`src/shared/thermal_watchdog_consts.vh`:
```
`ifndef THERMAL_WATCHDOG_CONSTS_VH
`define THERMAL_WATCHDOG_CONSTS_VH
// register pointer values
`define REG_TEMP          2'h0
`define REG_CONF          2'h1
`define REG_HYST          2'h2
`define REG_OVERT         2'h3
// configuration field positions
`define CONF_SHUTDOWN     0
`define CONF_INT_MODE     1
`define CONF_POLARITY     2
`define CONF_QUEUE_LO     3
`define CONF_QUEUE_HI     4
// reset values
`define CONF_RESET        8'h00
`define OVERT_RESET       16'h5000
`define HYST_RESET        16'h4b00
// timing: conversion period in ms, clock in kHz
`define CONV_PERIOD_MS    100
`define CLK_KHZ           40000
`define CONV_CYCLES       (`CONV_PERIOD_MS * `CLK_KHZ)
`endif
```
`src/rtl/thermal_watchdog_core.v`:
```
`timescale 1ns/1ps
// Summary of operation
// - in normal mode convert every 100 ms and load the result when done
// - result is 11-bit two's complement, 0.125 degC per step
// - reading the result never disturbs or restarts a running conversion
// - shutdown stops conversion, keeps last result, bus stays active
// - configuration bit B0 selects normal or shutdown
// - a conversion starts at power-up and on leaving shutdown
// - after each normal conversion compare with both limits, update output
// - limits are 9-bit signed read/write; compare uses result's top 9 bits
// - configuration bit B1 selects comparator or interrupt mode
// - comparator: assert above threshold, deassert below hysteresis
// - comparator: reads and shutdown leave the output level alone
// - interrupt: first event is threshold trip, held until any register read
// - interrupt: events alternate threshold then hysteresis, each read-cleared
// - output asserts only after programmed consecutive faults, bits B3 and B4
// - configuration bit B2 selects output active level
// - reset: normal mode, 80 degC, 75 degC, active low, one fault
// - fault count settings 0..3 need 1, 2, 4, 6 faults
// - polarity bit one is active high, zero active low by default
// - mode bit one is interrupt, zero comparator by default
// - operation bit one is shutdown, zero normal by default
`include "thermal_watchdog_consts.vh"

module thermal_watchdog_core #(
   parameter integer CONV_CYCLES = `CONV_CYCLES
) (
   input  wire        core_clk,
   input  wire        rst_b,
   input  wire [1:0]  reg_addr,
   input  wire [15:0] reg_wdata,
   input  wire        reg_wr,
   input  wire        reg_rd,
   output reg  [15:0] reg_rdata,
   input  wire        adc_done,
   input  wire [10:0] adc_result,
   output reg         adc_start,
   output reg         conv_busy,
   output reg         overtemp_alert_out
);

   // fault count setting to required consecutive faults
   function [2:0] faults_needed;
      input [1:0] fault_count_setting;
      begin
         case (fault_count_setting)
            2'h0:    faults_needed = 3'h1;
            2'h1:    faults_needed = 3'h2;
            2'h2:    faults_needed = 3'h4;
            2'h3:    faults_needed = 3'h6;
            default: faults_needed = 3'h1;
         endcase
      end
   endfunction

   reg  [7:0]  conf;
   reg  [8:0]  overt_limit;
   reg  [8:0]  hyst_limit;
   reg  [10:0] temp_result;
   reg  [31:0] period_cnt;
   reg         converting;
   reg         start_pending;
   reg         alert_state;
   reg         int_hunt_hyst;
   reg  [2:0]  fault_cnt;
   reg  [2:0]  next_fault_cnt;
   reg         next_alert_state;
   reg         next_int_hunt_hyst;

   // reset limits kept as full words so the 9-bit fields are cut on purpose
   localparam [15:0] OVERT_RST = `OVERT_RESET;
   localparam [15:0] HYST_RST  = `HYST_RESET;

   wire        shutdown   = conf[`CONF_SHUTDOWN];
   wire        int_mode   = conf[`CONF_INT_MODE];
   wire        pol_high   = conf[`CONF_POLARITY];
   wire [1:0]  fault_count_setting = conf[`CONF_QUEUE_HI:`CONF_QUEUE_LO];
   wire [2:0]  need       = faults_needed(fault_count_setting);

   // compare against the new result's top nine bits, signed
   wire signed [8:0] new_top = adc_result[10:2];
   wire        above      = new_top > $signed(overt_limit);
   wire        below      = new_top < $signed(hyst_limit);
   // which fault is being watched depends on mode and current state
   wire        watch_hyst = int_mode ? int_hunt_hyst : alert_state;
   wire        fault      = watch_hyst ? below : above;
   wire        conv_end   = converting & adc_done & ~shutdown;
   wire        limit_hit  = conv_end & fault & (fault_cnt + 3'h1 >= need);

   // conversion scheduler; restarts after shutdown, counts the period
   always @(posedge core_clk or negedge rst_b) begin
      if (!rst_b) begin
         period_cnt    <= 32'h0;
         converting    <= 1'b0;
         start_pending <= 1'b1;
         adc_start     <= 1'b0;
         conv_busy     <= 1'b0;
      end else begin
         adc_start <= 1'b0;
         if (shutdown) begin
            converting    <= 1'b0;
            start_pending <= 1'b1;
            period_cnt    <= 32'h0;
            conv_busy     <= 1'b0;
         end else if (start_pending || period_cnt == CONV_CYCLES - 1) begin
            start_pending <= 1'b0;
            period_cnt    <= 32'h0;
            converting    <= 1'b1;
            adc_start     <= 1'b1;
            conv_busy     <= 1'b1;
         end else begin
            period_cnt <= period_cnt + 32'h1;
            if (conv_end) begin
               converting <= 1'b0;
               conv_busy  <= 1'b0;
            end
         end
      end
   end

   // result register; bus reads do not touch the scheduler
   always @(posedge core_clk or negedge rst_b) begin
      if (!rst_b) begin
         temp_result <= 11'h0;
      end else if (conv_end) begin
         temp_result <= adc_result;
      end
   end

   // register writes; reset values give a standalone thermostat
   always @(posedge core_clk or negedge rst_b) begin
      if (!rst_b) begin
         conf        <= `CONF_RESET;
         overt_limit <= OVERT_RST[15:7];
         hyst_limit  <= HYST_RST[15:7];
      end else if (reg_wr) begin
         case (reg_addr)
            `REG_CONF:  conf        <= reg_wdata[7:0];
            `REG_HYST:  hyst_limit  <= reg_wdata[15:7];
            `REG_OVERT: overt_limit <= reg_wdata[15:7];
            default:    conf        <= conf;
         endcase
      end
   end

   // read data one cycle after the strobe; temp and limits high-aligned, config in the low byte
   always @(posedge core_clk or negedge rst_b) begin
      if (!rst_b) begin
         reg_rdata <= 16'h0;
      end else if (reg_rd) begin
         case (reg_addr)
            `REG_TEMP:  reg_rdata <= {temp_result, 5'h0};
            `REG_CONF:  reg_rdata <= {8'h0, conf};
            `REG_HYST:  reg_rdata <= {hyst_limit, 7'h0};
            `REG_OVERT: reg_rdata <= {overt_limit, 7'h0};
            default:    reg_rdata <= 16'h0;
         endcase
      end else begin
         reg_rdata <= 16'h0;
      end
   end

   // next state of the consecutive-fault filter and the alert
   // the counter only moves on a finished conversion, so a read or a
   // shutdown in between never loses or adds a fault
   always @* begin
      next_fault_cnt     = fault_cnt;
      next_alert_state   = alert_state;
      next_int_hunt_hyst = int_hunt_hyst;
      if (conv_end) begin
         if (!fault)
            next_fault_cnt = 3'h0;
         else if (limit_hit)
            next_fault_cnt = 3'h0;
         else
            next_fault_cnt = fault_cnt + 3'h1;
      end
      if (!int_mode) begin
         // comparator: only conversions move it, reads and shutdown do not
         if (limit_hit)
            next_alert_state = ~alert_state;
         next_int_hunt_hyst = 1'b0;
      end else begin
         // interrupt: a trip sets and flips the watched limit; a read
         // clears, but a trip in the same cycle wins over the clear
         if (limit_hit) begin
            next_alert_state   = 1'b1;
            next_int_hunt_hyst = ~int_hunt_hyst;
         end else if (reg_rd) begin
            next_alert_state = 1'b0;
         end
      end
   end

   // alert state registers; a mode change keeps the counters as they are
   always @(posedge core_clk or negedge rst_b) begin
      if (!rst_b) begin
         alert_state   <= 1'b0;
         int_hunt_hyst <= 1'b0;
         fault_cnt     <= 3'h0;
      end else begin
         alert_state   <= next_alert_state;
         int_hunt_hyst <= next_int_hunt_hyst;
         fault_cnt     <= next_fault_cnt;
      end
   end

   // pin level from state and polarity
   always @(posedge core_clk or negedge rst_b) begin
      if (!rst_b)
         overtemp_alert_out <= 1'b1;
      else
         overtemp_alert_out <= pol_high ? alert_state : ~alert_state;
   end

endmodule // thermal_watchdog_core

```
`config.mk`:
```
export PLATFORM = sky130hd
export DESIGN_NAME = thermal_watchdog_core
export DESIGN_NICKNAME = d
export VERILOG_FILES = /design/src/rtl/thermal_watchdog_core.v
export VERILOG_INCLUDE_DIRS = /design/src /design/src/shared
export SDC_FILE = /design/constraint.sdc
export NUM_CORES = 1
export LEC_CHECK = 0
export BUFFER_PORTS_ARGS = -buffer_cell sky130_fd_sc_hd__buf_2
export CORE_ASPECT_RATIO = 1.4
export CORE_UTILIZATION = 55
export CTS_BUF_LIST = sky130_fd_sc_hd__clkbuf_4 sky130_fd_sc_hd__clkbuf_8
export CTS_CLUSTER_DIAMETER = 60
export DETAILED_ROUTE_END_ITERATION = 16
export GPL_ROUTABILITY_DRIVEN = 0
export HOLD_SLACK_MARGIN = 0.05
export PLACE_DENSITY = 0.76
export SETUP_SLACK_MARGIN = 0.05
export SYNTH_ARGS = -nofsm -noshare
export SYNTH_HDL_FRONTEND = slang
export SYNTH_SLANG_ARGS = --single-unit
```
`constraint.sdc`:
```
create_clock -name core_clk -period 2.6 [get_ports core_clk]
set_input_delay 0.39 -clock core_clk [delete_from_list [all_inputs] [get_ports core_clk]]
set_output_delay 0.39 -clock core_clk [all_outputs]
set_load 0.05 [all_outputs]
```
==> results of run 1 <==
[power by group]
part,total [W],switching [W],internal (W)
Combinational,0.000956,0.000546,0.000409
Sequential,0.00188,0.000154,0.00172
Clock,0.00107,0.000487,0.000587
Total,0.00391,0.00119,0.00272
[how the worst max path moves through the flow]
stage | startpoint | end | slack, ns | depth (start not counted)
after floorplan | overt_limit[7]$_DFFE_PN1P_ | alert_state$_DFFE_PN0P_ | 0.64 | 8
after global placement | adc_result[4] | alert_state$_DFFE_PN0P_ | 0.44 | 8
after detailed placement | adc_result[4] | alert_state$_DFFE_PN0P_ | 0.39 | 8
after CTS | overt_limit[7]$_DFFE_PN1P_ | alert_state$_DFFE_PN0P_ | 0.48 | 8
after global routing | fault_cnt[0]$_DFFE_PN0P_ | fault_cnt[2]$_DFFE_PN0P_ | 0.29 | 7
final | fault_cnt[0]$_DFFE_PN0P_ | fault_cnt[2]$_DFFE_PN0P_ | 0.44 | 7
[routing by layer]
| metal | share of wire | up-vias | global-route usage |
|---|---|---|---|
| met1 | 0.41 | 1616 | 0.270 |
| met4 | 0.022 | 0 | 0.0940 |
| met3 | 0.040 | 14 | 0.0609 |
| li1 | - | 1566 | - |
| met5 | 0 | - | 0 |
| met2 | 0.53 | 76 | 0.417 |
[cell families (layout without fill, tap and decap cells)]
family                     Yosys count  count (layout)  share of synthesized area
AOI/OAI and AO/OA                   32              32                     0.0417
xor gates and xnor gates            32              32                     0.0598
adders and majority gates           22              22                     0.0587
buffers and inverters               34             101                     0.0315
DFF                                 94              94                      0.504
muxes                               49              49                      0.117
and+or+nand+nor                    159             159                      0.187
[repair_timing]
item                                   CTS  global route
hold buffers                             1             0
setup buffers                            0             0
endpoints found under the hold margin   20             0
[synth_stat cells, drive strengths merged (4+ instances only)]
cell	number
nand4	12
xor2	20
ha	22
dfstp	8
and3	5
mux2i	12
nand2b	6
nor4	4
xnor2	12
o21ai	15
nand3	22
buf	7
a21oi	7
nand2	28
mux2	36
nor3	5
inv	24
nor2	52
dfrtp	86
and2	13
[cell usage in the layout (no fill, tap or decap), types with 3 or more instances in the layout]
cell                       count
sky130_fd_sc_hd__buf_4         8
sky130_fd_sc_hd__buf_2        51
sky130_fd_sc_hd__a21oi_1       7
sky130_fd_sc_hd__mux2_2       36
sky130_fd_sc_hd__and2_1       13
sky130_fd_sc_hd__nand4_1       9
sky130_fd_sc_hd__dfstp_2       8
sky130_fd_sc_hd__mux2i_1      12
sky130_fd_sc_hd__nor2_2        8
sky130_fd_sc_hd__nand3_1      20
sky130_fd_sc_hd__nand2b_1      5
sky130_fd_sc_hd__nor3_1        3
sky130_fd_sc_hd__and3_1        5
sky130_fd_sc_hd__clkbuf_8     10
sky130_fd_sc_hd__o21ai_0      12
sky130_fd_sc_hd__xnor2_1      12
sky130_fd_sc_hd__xor2_1       20
sky130_fd_sc_hd__dfrtp_1      86
sky130_fd_sc_hd__inv_1        24
sky130_fd_sc_hd__nor2_1       44
sky130_fd_sc_hd__ha_1         22
sky130_fd_sc_hd__nor4_1        4
sky130_fd_sc_hd__o21ai_1       3
sky130_fd_sc_hd__nand2_1      28
[stage by stage]
step           area [um^2]  total power, W  setup WS, ns  instances   util
4_1_cts               5320         0.00394         0.477        591  0.649
5_1_grt               5320         0.00414         0.289        591  0.649
3_5_place_dp          5090         0.00286         0.392        574  0.621
2_1_floorplan         4690         0.00258         0.637        422      -
6_report              5320         0.00391         0.440        591  0.649
3_3_place_gp          5090         0.00281         0.445        574  0.621
[layout make-up]
cell class | instances | share of cell area
clock buffers | 12 | 0.0287
inverters | 24 | 0.0169
clock inverters | 4 | 0.0132
well taps | 102 | 0.0240
repair buffers | 61 | 0.0649
multi-input cells | 294 | 0.409
flip-flops and latches | 94 | 0.444
[registers in the layout (all words and copies together), names as in the netlist]
signal / cells
period_cnt: 32
overtemp_alert_out: 1
hyst_limit: 9
converting: 1
temp_result: 11
overt_limit: 9
conf: 8
start_pending: 1
adc_start: 1
reg_rdata: 16
int_hunt_hyst: 1
alert_state: 1
fault_cnt: 3
==> flow_summary_export.csv, run 1 <==
group,metric,value,unit
status,status,"finished, final reports clean",
final_layout,multi_input_area,0.00218,mm^2
yosys,synth-edff-count,0,
grt,grt_pass1_wl,15.8,mm
clock_network,tritoncts.num_buffers,9,
yosys,ys_seq_elements,94,
floorplan,design.core.area,0.00820,mm^2
sta,grt_setup_unrepaired,"false",
worst_hold_path,min_path_type,"input pin to register",
detailed_routing,route.antenna.remaining_nets,0,
yosys,yosys_warns,0,
power,max_vdd_drop,469,uV
floorplan,dieArea,0.00890,mm^2
worst_hold_path,min_delay_path_depth,2,
floorplan,die_w,80.0,um
detailed_routing,route.detailed.vias_per_inst,5.54,
setup_path,worst_r2r_startpoint,"fault_cnt[0]$_DFFE_PN0P_",
setup_path,cp.required,2.89,ns
yosys,synth.net_count,478,
yosys,yosysTopAreaCell,"sky130_fd_sc_hd__dfrtp_1",
yosys,post_synth_main_area_contributors,"sky130_fd_sc_hd__dfrtp_1 (46%), sky130_fd_sc_hd__mux2_2 (8.7%), sky130_fd_sc_hd__ha_1 (5.9%)",
detailed_routing,dr_total_vias,3272,
grt,grtUsageTotal,0.238,
run,drv_cap,0,
clock_network,cts.repair.resized,0,
floorplan,top_level_ports,53,
setup_path,critical-path-max-stage-delay,0.42,ns
setup_path,start_kind,"register",
yosys,synthesis.area_per_instance,11.1,um^2
setup_path,cp_data_arrival_time,2.45,ns
final_layout,area_growth,13.6,%
clock_network,ctsHtreeMaxLevel,3,
sta,hold_viol,0,
setup_path,critical-path-top-cell-by-count,"sky130_fd_sc_hd__ha_1",
sta,period_needed,2.16,ns
detailed_routing,wire_length_per_cell,16.0,um
final_layout,seqCellArea,0.00236,mm^2
detailed_routing,dr.first_iter.drc_count,123,
setup_path,capture_instance_of_the_worst_register_to_register_path,"fault_cnt[2]$_DFFE_PN0P_",
sta,setup_viol_count_final,0,
setup_path,critical-path-top-delay-family,"compound AO/OA/AOI/OAI gates",
floorplan,initial_core_util,0.572,
grt,grt-ovfl-total,0,
detailed_routing,drt_drc_violations_left,0,
sta,timing_max_transition_violations_final,0,
setup_path,timing.critical_path.buf_inv,0,
setup_path,cp-end-kind,"register",
clock_network,numClockSinks,94,
setup_path,timing.setup.critical_path_class,"register to register",
final_layout,antenna-diode-count,0,
yosys,post-synth-top-area-fraction,0.459,
clock_network,clk_pin_slew,0.09,ns
setup_path,critical_path.slowest_cell,"sky130_fd_sc_hd__dfrtp_1",
grt,grt_pass1_vias,3442,
power,power.leakage,2.54,nW
yosys,syn-instance-count,422,
yosys,postSynth.topFlopCell,"sky130_fd_sc_hd__dfrtp_1",
clock_network,clock_latency,0.37,ns
sta,worst_pin_slew,0.558,ns
place,detailed_place_hpwl,6.84,mm
clock_network,ctsLongestPathBuffers,2,
place,buffer_ports.inserted,52,
grt,initial_antenna_violation_count,0,
sta,hold_slack,0.256,ns
worst_hold_path,timing.hold.worst.start,"reg_wdata[0]",
yosys,synth.yosys.seq_area_share,0.504,
sta,fmax,463,MHz
setup_path,regToRegSetupSlack,0.44,ns
final_layout,drive_gt1_frac,0.286,
setup_path,critical_path_peak_fanout,4,
sta,slew_headroom,0.627,
yosys,async_flop_share,1.00,
floorplan,rows,39,
worst_hold_path,hold_critical_path_endpoint,"conf[0]$_DFFE_PN0P_",
grt,pin_count_of_the_biggest_net_entering_global_routing,43,
sta,fin_crit_sh,0.831,
final_layout,fillers,655,
detailed_routing,routed_wl,9.47,mm
setup_path,crit_chain,"ha_1 > ha_1 > a21o_1 > a21oi_1 > nor4bb_1 > a32oi_1 > o21ai_1",
detailed_routing,detailedRoute.firstPassIterationCount,4,
setup_path,r2r_cells,7,
sta,clock-skew-final,0.00947,ns
yosys,post_synthesis_instance_area,0.00469,mm^2
sta,final.setup.tns,0,ns
clock_network,ctsRootBufferMaster,"sky130_fd_sc_hd__clkbuf_8",
yosys,synth_cell_types,49,
clock_network,tritoncts,"yes",
floorplan,dieHeight,111,um
final_layout,finalNetCount,540,
power,p_per_cell_area,734,mW/mm^2
Note: power is estimated with default switching activity, not from simulation.
==> inputs of run 2 (changes only) <==
--- a/config.mk
+++ b/config.mk
@@ -6,6 +6,7 @@
 export SDC_FILE = /design/constraint.sdc
 export NUM_CORES = 1
 export LEC_CHECK = 0
+export ABC_AREA = 1
 export BUFFER_PORTS_ARGS = -buffer_cell sky130_fd_sc_hd__buf_2
 export CORE_ASPECT_RATIO = 1.4
 export CORE_UTILIZATION = 55
@@ -14,7 +15,7 @@
 export DETAILED_ROUTE_END_ITERATION = 16
 export GPL_ROUTABILITY_DRIVEN = 0
 export HOLD_SLACK_MARGIN = 0.05
-export PLACE_DENSITY = 0.76
+export PLACE_DENSITY = 0.78
 export SETUP_SLACK_MARGIN = 0.05
 export SYNTH_ARGS = -nofsm -noshare
 export SYNTH_HDL_FRONTEND = slang
==> constraint.sdc (replaced) <==
create_clock -name core_clk -period 1.93 [get_ports core_clk]
set_input_delay 0.2895 -clock core_clk [delete_from_list [all_inputs] [get_ports core_clk]]
set_output_delay 0.2895 -clock core_clk [all_outputs]
set_load 0.05 [all_outputs]
==> run 2 against run 1 <==
Against the previous run:
- die area rose by 7.4%
- sequential share of layout area fell by 4.4 points
- final area rose by 11%
==> flow_summary_export.csv, run 2 <==
group,metric,value,unit
status,status,"finished, final reports clean",
setup_path,critical-path-top-cell-by-count,"sky130_fd_sc_hd__inv_1",
detailed_routing,route.antenna.remaining_nets,0,
final_layout,finalCoreUtilization,0.658,
floorplan,dieHeight,115,um
yosys,synthesis.area_per_instance,7.94,um^2
worst_hold_path,hold_critical_path_endpoint,"temp_result[1]$_DFFE_PN0P_",
power,switching_power,0.00168,W
sta,worst_pin_slew,0.497,ns
clock_network,ctsHtreeMaxLevel,3,
final_layout,final_standard_cell_area_without_fillers,0.00591,mm^2
clock_network,tritoncts.num_buffers,9,
yosys,yosys_warns,0,
yosys,postSynth.topFlopCell,"sky130_fd_sc_hd__dfrtp_1",
yosys,post_synthesis_instance_area,0.00504,mm^2
final_layout,drive_gt1_frac,0.216,
clock_network,tritoncts,"yes",
sta,timing_max_transition_violations_final,0,
worst_hold_path,min_delay_path_depth,3,
yosys,yosysMostFrequentCell,"sky130_fd_sc_hd__nand2_1",
final_layout,fillers,733,
setup_path,capture_instance_of_the_worst_register_to_register_path,"fault_cnt[0]$_DFFE_PN0P_",
final_layout,finalNetCount,756,
power,clockPowerShare,0.247,
worst_hold_path,min_path_type,"input pin to register",
final_layout,largest_registers,"period_cnt: 32 flops, reg_rdata: 16 flops, temp_result: 11 flops",
setup_path,timing.setup.critical_path_class,"register to register",
sta,fmax,533,MHz
grt,initial_antenna_violation_count,0,
final_layout,number_of_flip_flops_in_the_largest_register,32,
clock_network,clock_latency,0.36,ns
power,combinational_fraction_of_design_power,0.273,
power,power.leakage,2.84,nW
grt,grtUsageTotal,0.244,
setup_path,critical-path-top-delay-family,"flip-flops",
floorplan,top_level_ports,53,
power,p_per_cell_area,842,mW/mm^2
sta,hold_viol,0,
floorplan,dieArea,0.00956,mm^2
final_layout,layout.cells.most_common,"sky130_fd_sc_hd__nand2_1",
power,power.sequential.fraction,0.480,
setup_path,timing.critical_path.buf_inv,4,
yosys,synth-edff-count,0,
setup_path,cp-end-kind,"register",
detailed_routing,wire_length_per_cell,14.1,um
yosys,post-synth-top-area-fraction,0.427,
floorplan,die_w,82.9,um
yosys,syn-instance-count,635,
setup_path,critical_path.slowest_cell,"sky130_fd_sc_hd__dfrtp_1",
place,detailed_place_hpwl,8.42,mm
yosys,post_synth_main_area_contributors,"sky130_fd_sc_hd__dfrtp_1 (43%), sky130_fd_sc_hd__nand2_1 (11%), sky130_fd_sc_hd__inv_1 (7.7%)",
yosys,synth_cell_types,35,
place,buffer_ports.inserted,52,
yosys,synth_commonest_cells,"sky130_fd_sc_hd__nand2_1 (154), sky130_fd_sc_hd__inv_1 (103), sky130_fd_sc_hd__dfrtp_1 (86), sky130_fd_sc_hd__nor2_1 (75), sky130_fd_sc_hd__o21ai_0 (43)",
place,area_after_detailed_placement,0.00544,mm^2
setup_path,critical_path_peak_fanout,3,
worst_hold_path,timing.hold.worst.start,"adc_result[1]",
sta,fin_crit_sh,0.972,
yosys,synth.net_count,691,
clock_network,ctsRootBufferMaster,"sky130_fd_sc_hd__clkbuf_8",
power,max_vdd_drop,673,uV
setup_path,worst_r2r_startpoint,"fault_cnt[0]$_DFFE_PN0P_",
power,p_int,0.00329,W
sta,clock-skew-final,0.00779,ns
final_layout,area_growth,17.2,%
detailed_routing,drt_drc_violations_left,0,
detailed_routing,routed_wl,11.4,mm
setup_path,cp.required,2.22,ns
yosys,yosysTopAreaCell,"sky130_fd_sc_hd__dfrtp_1",
sta,setup_viol_count_final,0,
grt,grt-ovfl-total,0,
grt,grt_pass1_vias,4300,
setup_path,regToRegSetupSlack,0.05,ns
setup_path,cp_data_arrival_time,2.17,ns
sta,slew_headroom,0.668,
final_layout,antenna-diode-count,0,
setup_path,crit_chain,"buf_6 > ha_4 > nor2_2 > inv_1 > a21oi_2 > inv_1 > a21oi_2 > inv_1 > or2_1 > o21ai_2",
detailed_routing,detailedRoute.firstPassIterationCount,5,
detailed_routing,dr.first_iter.drc_count,202,
floorplan,design.core.area,0.00898,mm^2
setup_path,critical-path-max-stage-delay,0.44,ns
setup_path,start_kind,"register",
power,net_switching_share_of_the_total_power,0.338,
clock_network,ctsLongestPathBuffers,2,
yosys,async_flop_share,1.00,
sta,grt_setup_unrepaired,"true",
floorplan,initial_core_util,0.562,
detailed_routing,dr_total_vias,4323,
final_layout,highest_count_cells_in_the_layout_ignoring_fill_and_taps,"sky130_fd_sc_hd__nand2_1 (146), sky130_fd_sc_hd__inv_1 (99), sky130_fd_sc_hd__dfrtp_1 (85)",
clock_network,numClockSinks,94,
run,drv_cap,0,
grt,pin_count_of_the_biggest_net_entering_global_routing,62,
floorplan,rows,41,
sta,period_needed,1.88,ns
yosys,ys_seq_elements,94,
final_layout,most_flops_register,"period_cnt",
sta,final.setup.tns,0,ns
setup_path,r2r_cells,10,
grt,grt_pass1_wl,18.5,mm
detailed_routing,route.detailed.vias_per_inst,5.32,
clock_network,clk_pin_slew,0.09,ns
sta,hold_slack,0.119,ns
yosys,synth.yosys.seq_area_share,0.469,
## run 2: logic make-up after synthesis
group | after synthesis | share of synthesized area
compound gates | 67 | 0.0692
xor+xnor | 21 | 0.0365
fa+ha+maj | 22 | 0.0546
buf+inv | 117 | 0.0906
flops | 94 | 0.469
mux | 2 | 0.00447
simple gates | 312 | 0.276
## run 2: power groups by stage
stage,Combinational [W],Sequential [W],Clock (W)
2_1_floorplan,0.000625,0.00254,0
4_1_cts,0.00112,0.00238,0.00125
6_report,0.00136,0.00239,0.00123
5_1_grt,0.00151,0.00242,0.00133
3_5_place_dp,0.00108,0.00242,0
3_3_place_gp,0.00103,0.00241,0
## run 2: per-stage QoR
| stage | power [W] | worst slack, ns | std cells |
|---|---|---|---|
| 6_report | 0.00498 | 0.0535 | 812 |
| 3_5_place_dp | 0.00349 | -0.0996 | 790 |
| 3_3_place_gp | 0.00343 | 0.0661 | 790 |
| 5_1_grt | 0.00525 | -0.0630 | 812 |
| 2_1_floorplan | 0.00317 | 0.108 | 635 |
| 4_1_cts | 0.00474 | 0.0253 | 808 |
## run 2: final cells by class
cell class	instances	area [um^2]	share of cell area
Sequential cell	94	2360	0.400
Tap cell	107	134	0.0227
Inverter	106	402	0.0680
Multi-Input combinational cell	424	2440	0.414
Clock inverter	5	33.8	0.00572
Clock buffer	11	151	0.0256
Timing Repair Buffer	65	379	0.0642
## run 2: how the worst max path moves through the flow
stage                        startpoint                  endpoint  slack (ns)  cells after the start
6_report       fault_cnt[0]$_DFFE_PN0P_  fault_cnt[0]$_DFFE_PN0P_        0.05                     10
3_3_place_gp   fault_cnt[0]$_DFFE_PN0P_  fault_cnt[0]$_DFFE_PN0P_        0.07                      8
5_1_grt        fault_cnt[0]$_DFFE_PN0P_  fault_cnt[0]$_DFFE_PN0P_       -0.06                     10
4_1_cts        fault_cnt[0]$_DFFE_PN0P_  fault_cnt[0]$_DFFE_PN0P_        0.03                      8
3_5_place_dp   fault_cnt[0]$_DFFE_PN0P_  fault_cnt[0]$_DFFE_PN0P_        -0.1                      8
2_1_floorplan  fault_cnt[0]$_DFFE_PN0P_  fault_cnt[0]$_DFFE_PN0P_        0.11                      8
## run 2: what timing repair did
item / 4_1_cts / 5_1_grt
gates resized for setup: 4 / 47
hold endpoints to repair: 27 / 0
hold buffers: 1 / 0
pin swaps: 0 / 19
setup endpoints to repair: 5 / 21
setup buffers: 1 / 4
## run 2: per-layer routing
| metal | part of all wire | track usage | wire (um) | up-vias |
|---|---|---|---|---|
| met5 | 0 | 0 | 0 | - |
| met4 | 0.043 | 0.134 | 490 | 0 |
| met3 | 0.034 | 0.0409 | 394 | 44 |
| met2 | 0.51 | 0.449 | 5870 | 113 |
| met1 | 0.41 | 0.268 | 4680 | 2046 |
| li1 | - | - | - | 2120 |
## run 2: tightest hold or removal path, delay by kind of cell
kind,cells,cell delay (ns)
buffers and inverters,1,0.08
and+or+nand+nor,2,0.09
==> inputs of run 3 (changes only) <==
--- a/config.mk
+++ b/config.mk
@@ -6,16 +6,16 @@
 export SDC_FILE = /design/constraint.sdc
 export NUM_CORES = 1
 export LEC_CHECK = 0
-export ABC_AREA = 1
 export BUFFER_PORTS_ARGS = -buffer_cell sky130_fd_sc_hd__buf_2
 export CORE_ASPECT_RATIO = 1.4
-export CORE_UTILIZATION = 55
-export CTS_BUF_LIST = sky130_fd_sc_hd__clkbuf_4 sky130_fd_sc_hd__clkbuf_8
+export CORE_UTILIZATION = 53
+export CTS_BUF_LIST = sky130_fd_sc_hd__clkbuf_4 sky130_fd_sc_hd__clkbuf_8 sky130_fd_sc_hd__clkbuf_16
 export CTS_CLUSTER_DIAMETER = 60
 export DETAILED_ROUTE_END_ITERATION = 16
 export GPL_ROUTABILITY_DRIVEN = 0
+export GPL_TIMING_DRIVEN = 0
 export HOLD_SLACK_MARGIN = 0.05
-export PLACE_DENSITY = 0.78
+export PLACE_DENSITY = 0.76
 export SETUP_SLACK_MARGIN = 0.05
 export SYNTH_ARGS = -nofsm -noshare
 export SYNTH_HDL_FRONTEND = slang
==> run 3 against run 2 <==
Against the previous run:
- flip-flop and latch count is the same
- clock-buffer cell count shrank 2
- register-to-register slack lost 0.12 ns
- largest power group unchanged
- the flow now finishes with violations (negative setup slack)
- critical path depth shrank 2
- global-route usage shrank 0.63 points
- worst hold slack gained 0.055 ns
- final cell count shrank 26%
- combinational power grew 5%
- first-iteration DRC count shrank 49%
- clock skew grew 0.0013 ns
- total power grew 23%
- critical endpoint is now int_hunt_hyst$_DFFE_PN0P_
- final area shrank 4.5%
==> flow_summary_export.csv, run 3 (synthesis gave the netlist of run 1 again) <==
group,metric,value,unit
final_layout,drive_gt1_frac,0.328,
status,status,"finished with violations",
detailed_routing,route.detailed.vias_per_inst,5.61,
power,power.leakage,2.63,nW
power,p_per_cell_area,1090,mW/mm^2
floorplan,top_level_ports,53,
grt,grtUsageTotal,0.237,
final_layout,largest_registers,"period_cnt: 32 flops, reg_rdata: 16 flops, temp_result: 11 flops",
sta,timing_max_transition_violations_final,0,
setup_path,regToRegSetupSlack,-0.07,ns
final_layout,layout.cells.most_common,"sky130_fd_sc_hd__dfrtp_1",
floorplan,dieHeight,113,um
detailed_routing,routed_wl,9.98,mm
setup_path,critical_path_peak_fanout,4,
place,buffer_ports.inserted,52,
power,finalPower,0.00614,W
final_layout,antenna-diode-count,0,
grt,grt_pass1_wl,16.3,mm
clock_network,ctsRootBufferMaster,"sky130_fd_sc_hd__clkbuf_16",
clock_network,clk_pin_slew,0.06,ns
clock_network,clock_latency,0.35,ns
final_layout,highest_count_cells_in_the_layout_ignoring_fill_and_taps,"sky130_fd_sc_hd__dfrtp_1 (86), sky130_fd_sc_hd__buf_2 (54), sky130_fd_sc_hd__nor2_1 (43)",
place,detailed_place_hpwl,7.04,mm
floorplan,die_w,81.5,um
clock_network,ctsLongestPathBuffers,2,
clock_network,tritoncts,"yes",
setup_path,timing.setup.critical_path_class,"register to register",
detailed_routing,dr.first_iter.drc_count,103,
sta,fmax,500,MHz
setup_path,cp.required,2.19,ns
place,placedCellCount,580,
power,max_vdd_drop,719,uV
final_layout,number_of_flip_flops_in_the_largest_register,32,
clock_network,tritoncts.num_buffers,9,
sta,final.setup.tns,-0.186,ns
final_layout,area_growth,20.3,%
worst_hold_path,timing.hold.worst.start,"reg_wdata[3]",
setup_path,capture_instance_of_the_worst_register_to_register_path,"int_hunt_hyst$_DFFE_PN0P_",
sta,slew_headroom,0.565,
detailed_routing,drt_drc_violations_left,0,
setup_path,start_kind,"register",
sta,grt_setup_unrepaired,"true",
setup_path,cp-end-kind,"register",
clock_network,numClockSinks,94,
grt,grt_pass1_vias,3544,
clock_network,ctsHtreeMaxLevel,3,
sta,fin_crit_sh,1.04,
floorplan,rows,40,
final_layout,finalNetCount,545,
grt,pin_count_of_the_biggest_net_entering_global_routing,70,
sta,setup_slack,-0.0707,ns
sta,period_needed,2.00,ns
sta,setup_viol_count_final,3,
setup_path,cp_data_arrival_time,2.26,ns
detailed_routing,detailedRoute.firstPassIterationCount,4,
status,violations,"negative setup slack",
worst_hold_path,min_delay_path_depth,2,
run,drv_cap,0,
grt,grt-ovfl-total,0,
setup_path,worst_r2r_startpoint,"hyst_limit[7]$_DFFE_PN1P_",
sta,hold_viol,0,
worst_hold_path,hold_critical_path_endpoint,"conf[3]$_DFFE_PN0P_",
sta,worst_pin_slew,0.653,ns
detailed_routing,wire_length_per_cell,16.7,um
floorplan,design.core.area,0.00856,mm^2
detailed_routing,dr_total_vias,3359,
place,worst_case_setup_slack_after_placement,-0.179,ns
setup_path,crit_startpoint,"hyst_limit[7]$_DFFE_PN1P_",
final_layout,most_flops_register,"period_cnt",
sta,clock-skew-final,0.00905,ns
detailed_routing,route.antenna.remaining_nets,0,
worst_hold_path,min_path_type,"input pin to register",
grt,initial_antenna_violation_count,0,
floorplan,dieArea,0.00923,mm^2
setup_path,r2r_cells,8,
floorplan,initial_core_util,0.548,
final_layout,instances_no_fill,599,
final_layout,finalCoreUtilization,0.659,
## run 3: cell count changes in the layout (fill, tap and decap cells not counted), moves of 13 or more
cell and delta:
sky130_fd_sc_hd__and2_1 +13, sky130_fd_sc_hd__nor2_1 -25, sky130_fd_sc_hd__o21ai_0 -29, sky130_fd_sc_hd__nor3_1 -27
sky130_fd_sc_hd__mux2_2 +34, sky130_fd_sc_hd__inv_1 -76, sky130_fd_sc_hd__nand2_1 -118
## run 3: routing by layer
metal / up-vias / track usage / wire [um]
li1: 1588 / - / -
met1: 1666 / 0.267 / 4050
met2: 78 / 0.418 / 5270
met3: 27 / 0.0323 / 296
met4: 0 / 0.133 / 372
met5: - / 0 / 0
## run 3: through the flow
| step | instance area (um^2) | hold slack, ns |
|---|---|---|
| after floorplan | 4710 | -0.00609 |
| after global placement | 5100 | 0.430 |
| after detailed placement | 5130 | 0.227 |
| after CTS | 5560 | 0.167 |
| after global routing | 5640 | 0.181 |
| final | 5640 | 0.174 |
## run 3: layout make-up
| class | instances | area [um^2] |
|---|---|---|
| clock inverter | 7 | 143 |
| multi-input combinational | 294 | 2310 |
| clock buffer | 9 | 225 |
| inverter | 24 | 90.1 |
| fill | 620 | 2920 |
| timing repair buffer | 56 | 315 |
| tap | 105 | 131 |
| sequential | 94 | 2360 |
| buffer | 10 | 60.1 |
## run 3: repair_timing
| item | in CTS | in global routing |
|---|---|---|
| buffers inserted | 2 | 0 |
| hold endpoints to repair | 23 | 0 |
| pin swaps | 9 | 3 |
| resized for setup | 8 | 13 |
| endpoints found under the setup margin | 35 | 35 |
| hold buffers | 1 | 0 |
## run 3: power by group
group	internal (W)	switching (W)	total, W
Combinational	0.000630	0.000803	0.00143
Sequential	0.00233	0.000215	0.00254
Clock	0.00140	0.000764	0.00217
Total	0.00436	0.00178	0.00614
## run 3: worst max-delay path by stage
stage,to,slack (ns)
after detailed placement,int_hunt_hyst$_DFFE_PN0P_,-0.18
final,int_hunt_hyst$_DFFE_PN0P_,-0.07
after global placement,reg_rdata[14]$_DFF_PN0_,-0.28
after CTS,fault_cnt[2]$_DFFE_PN0P_,-0.08
after floorplan,fault_cnt[2]$_DFFE_PN0P_,0.06
after global routing,int_hunt_hyst$_DFFE_PN0P_,-0.17
## run 3: worst max-delay path, cell delays in order (launching register included)
cell                      delay [ns]
sky130_fd_sc_hd__dfstp_2        0.55
sky130_fd_sc_hd__inv_2          0.05
sky130_fd_sc_hd__ha_4           0.26
sky130_fd_sc_hd__nand4_1        0.13
sky130_fd_sc_hd__nor2_1         0.16
sky130_fd_sc_hd__a21oi_2        0.09
sky130_fd_sc_hd__a221o_1        0.36
sky130_fd_sc_hd__nand3_2        0.12
sky130_fd_sc_hd__mux2i_1        0.21
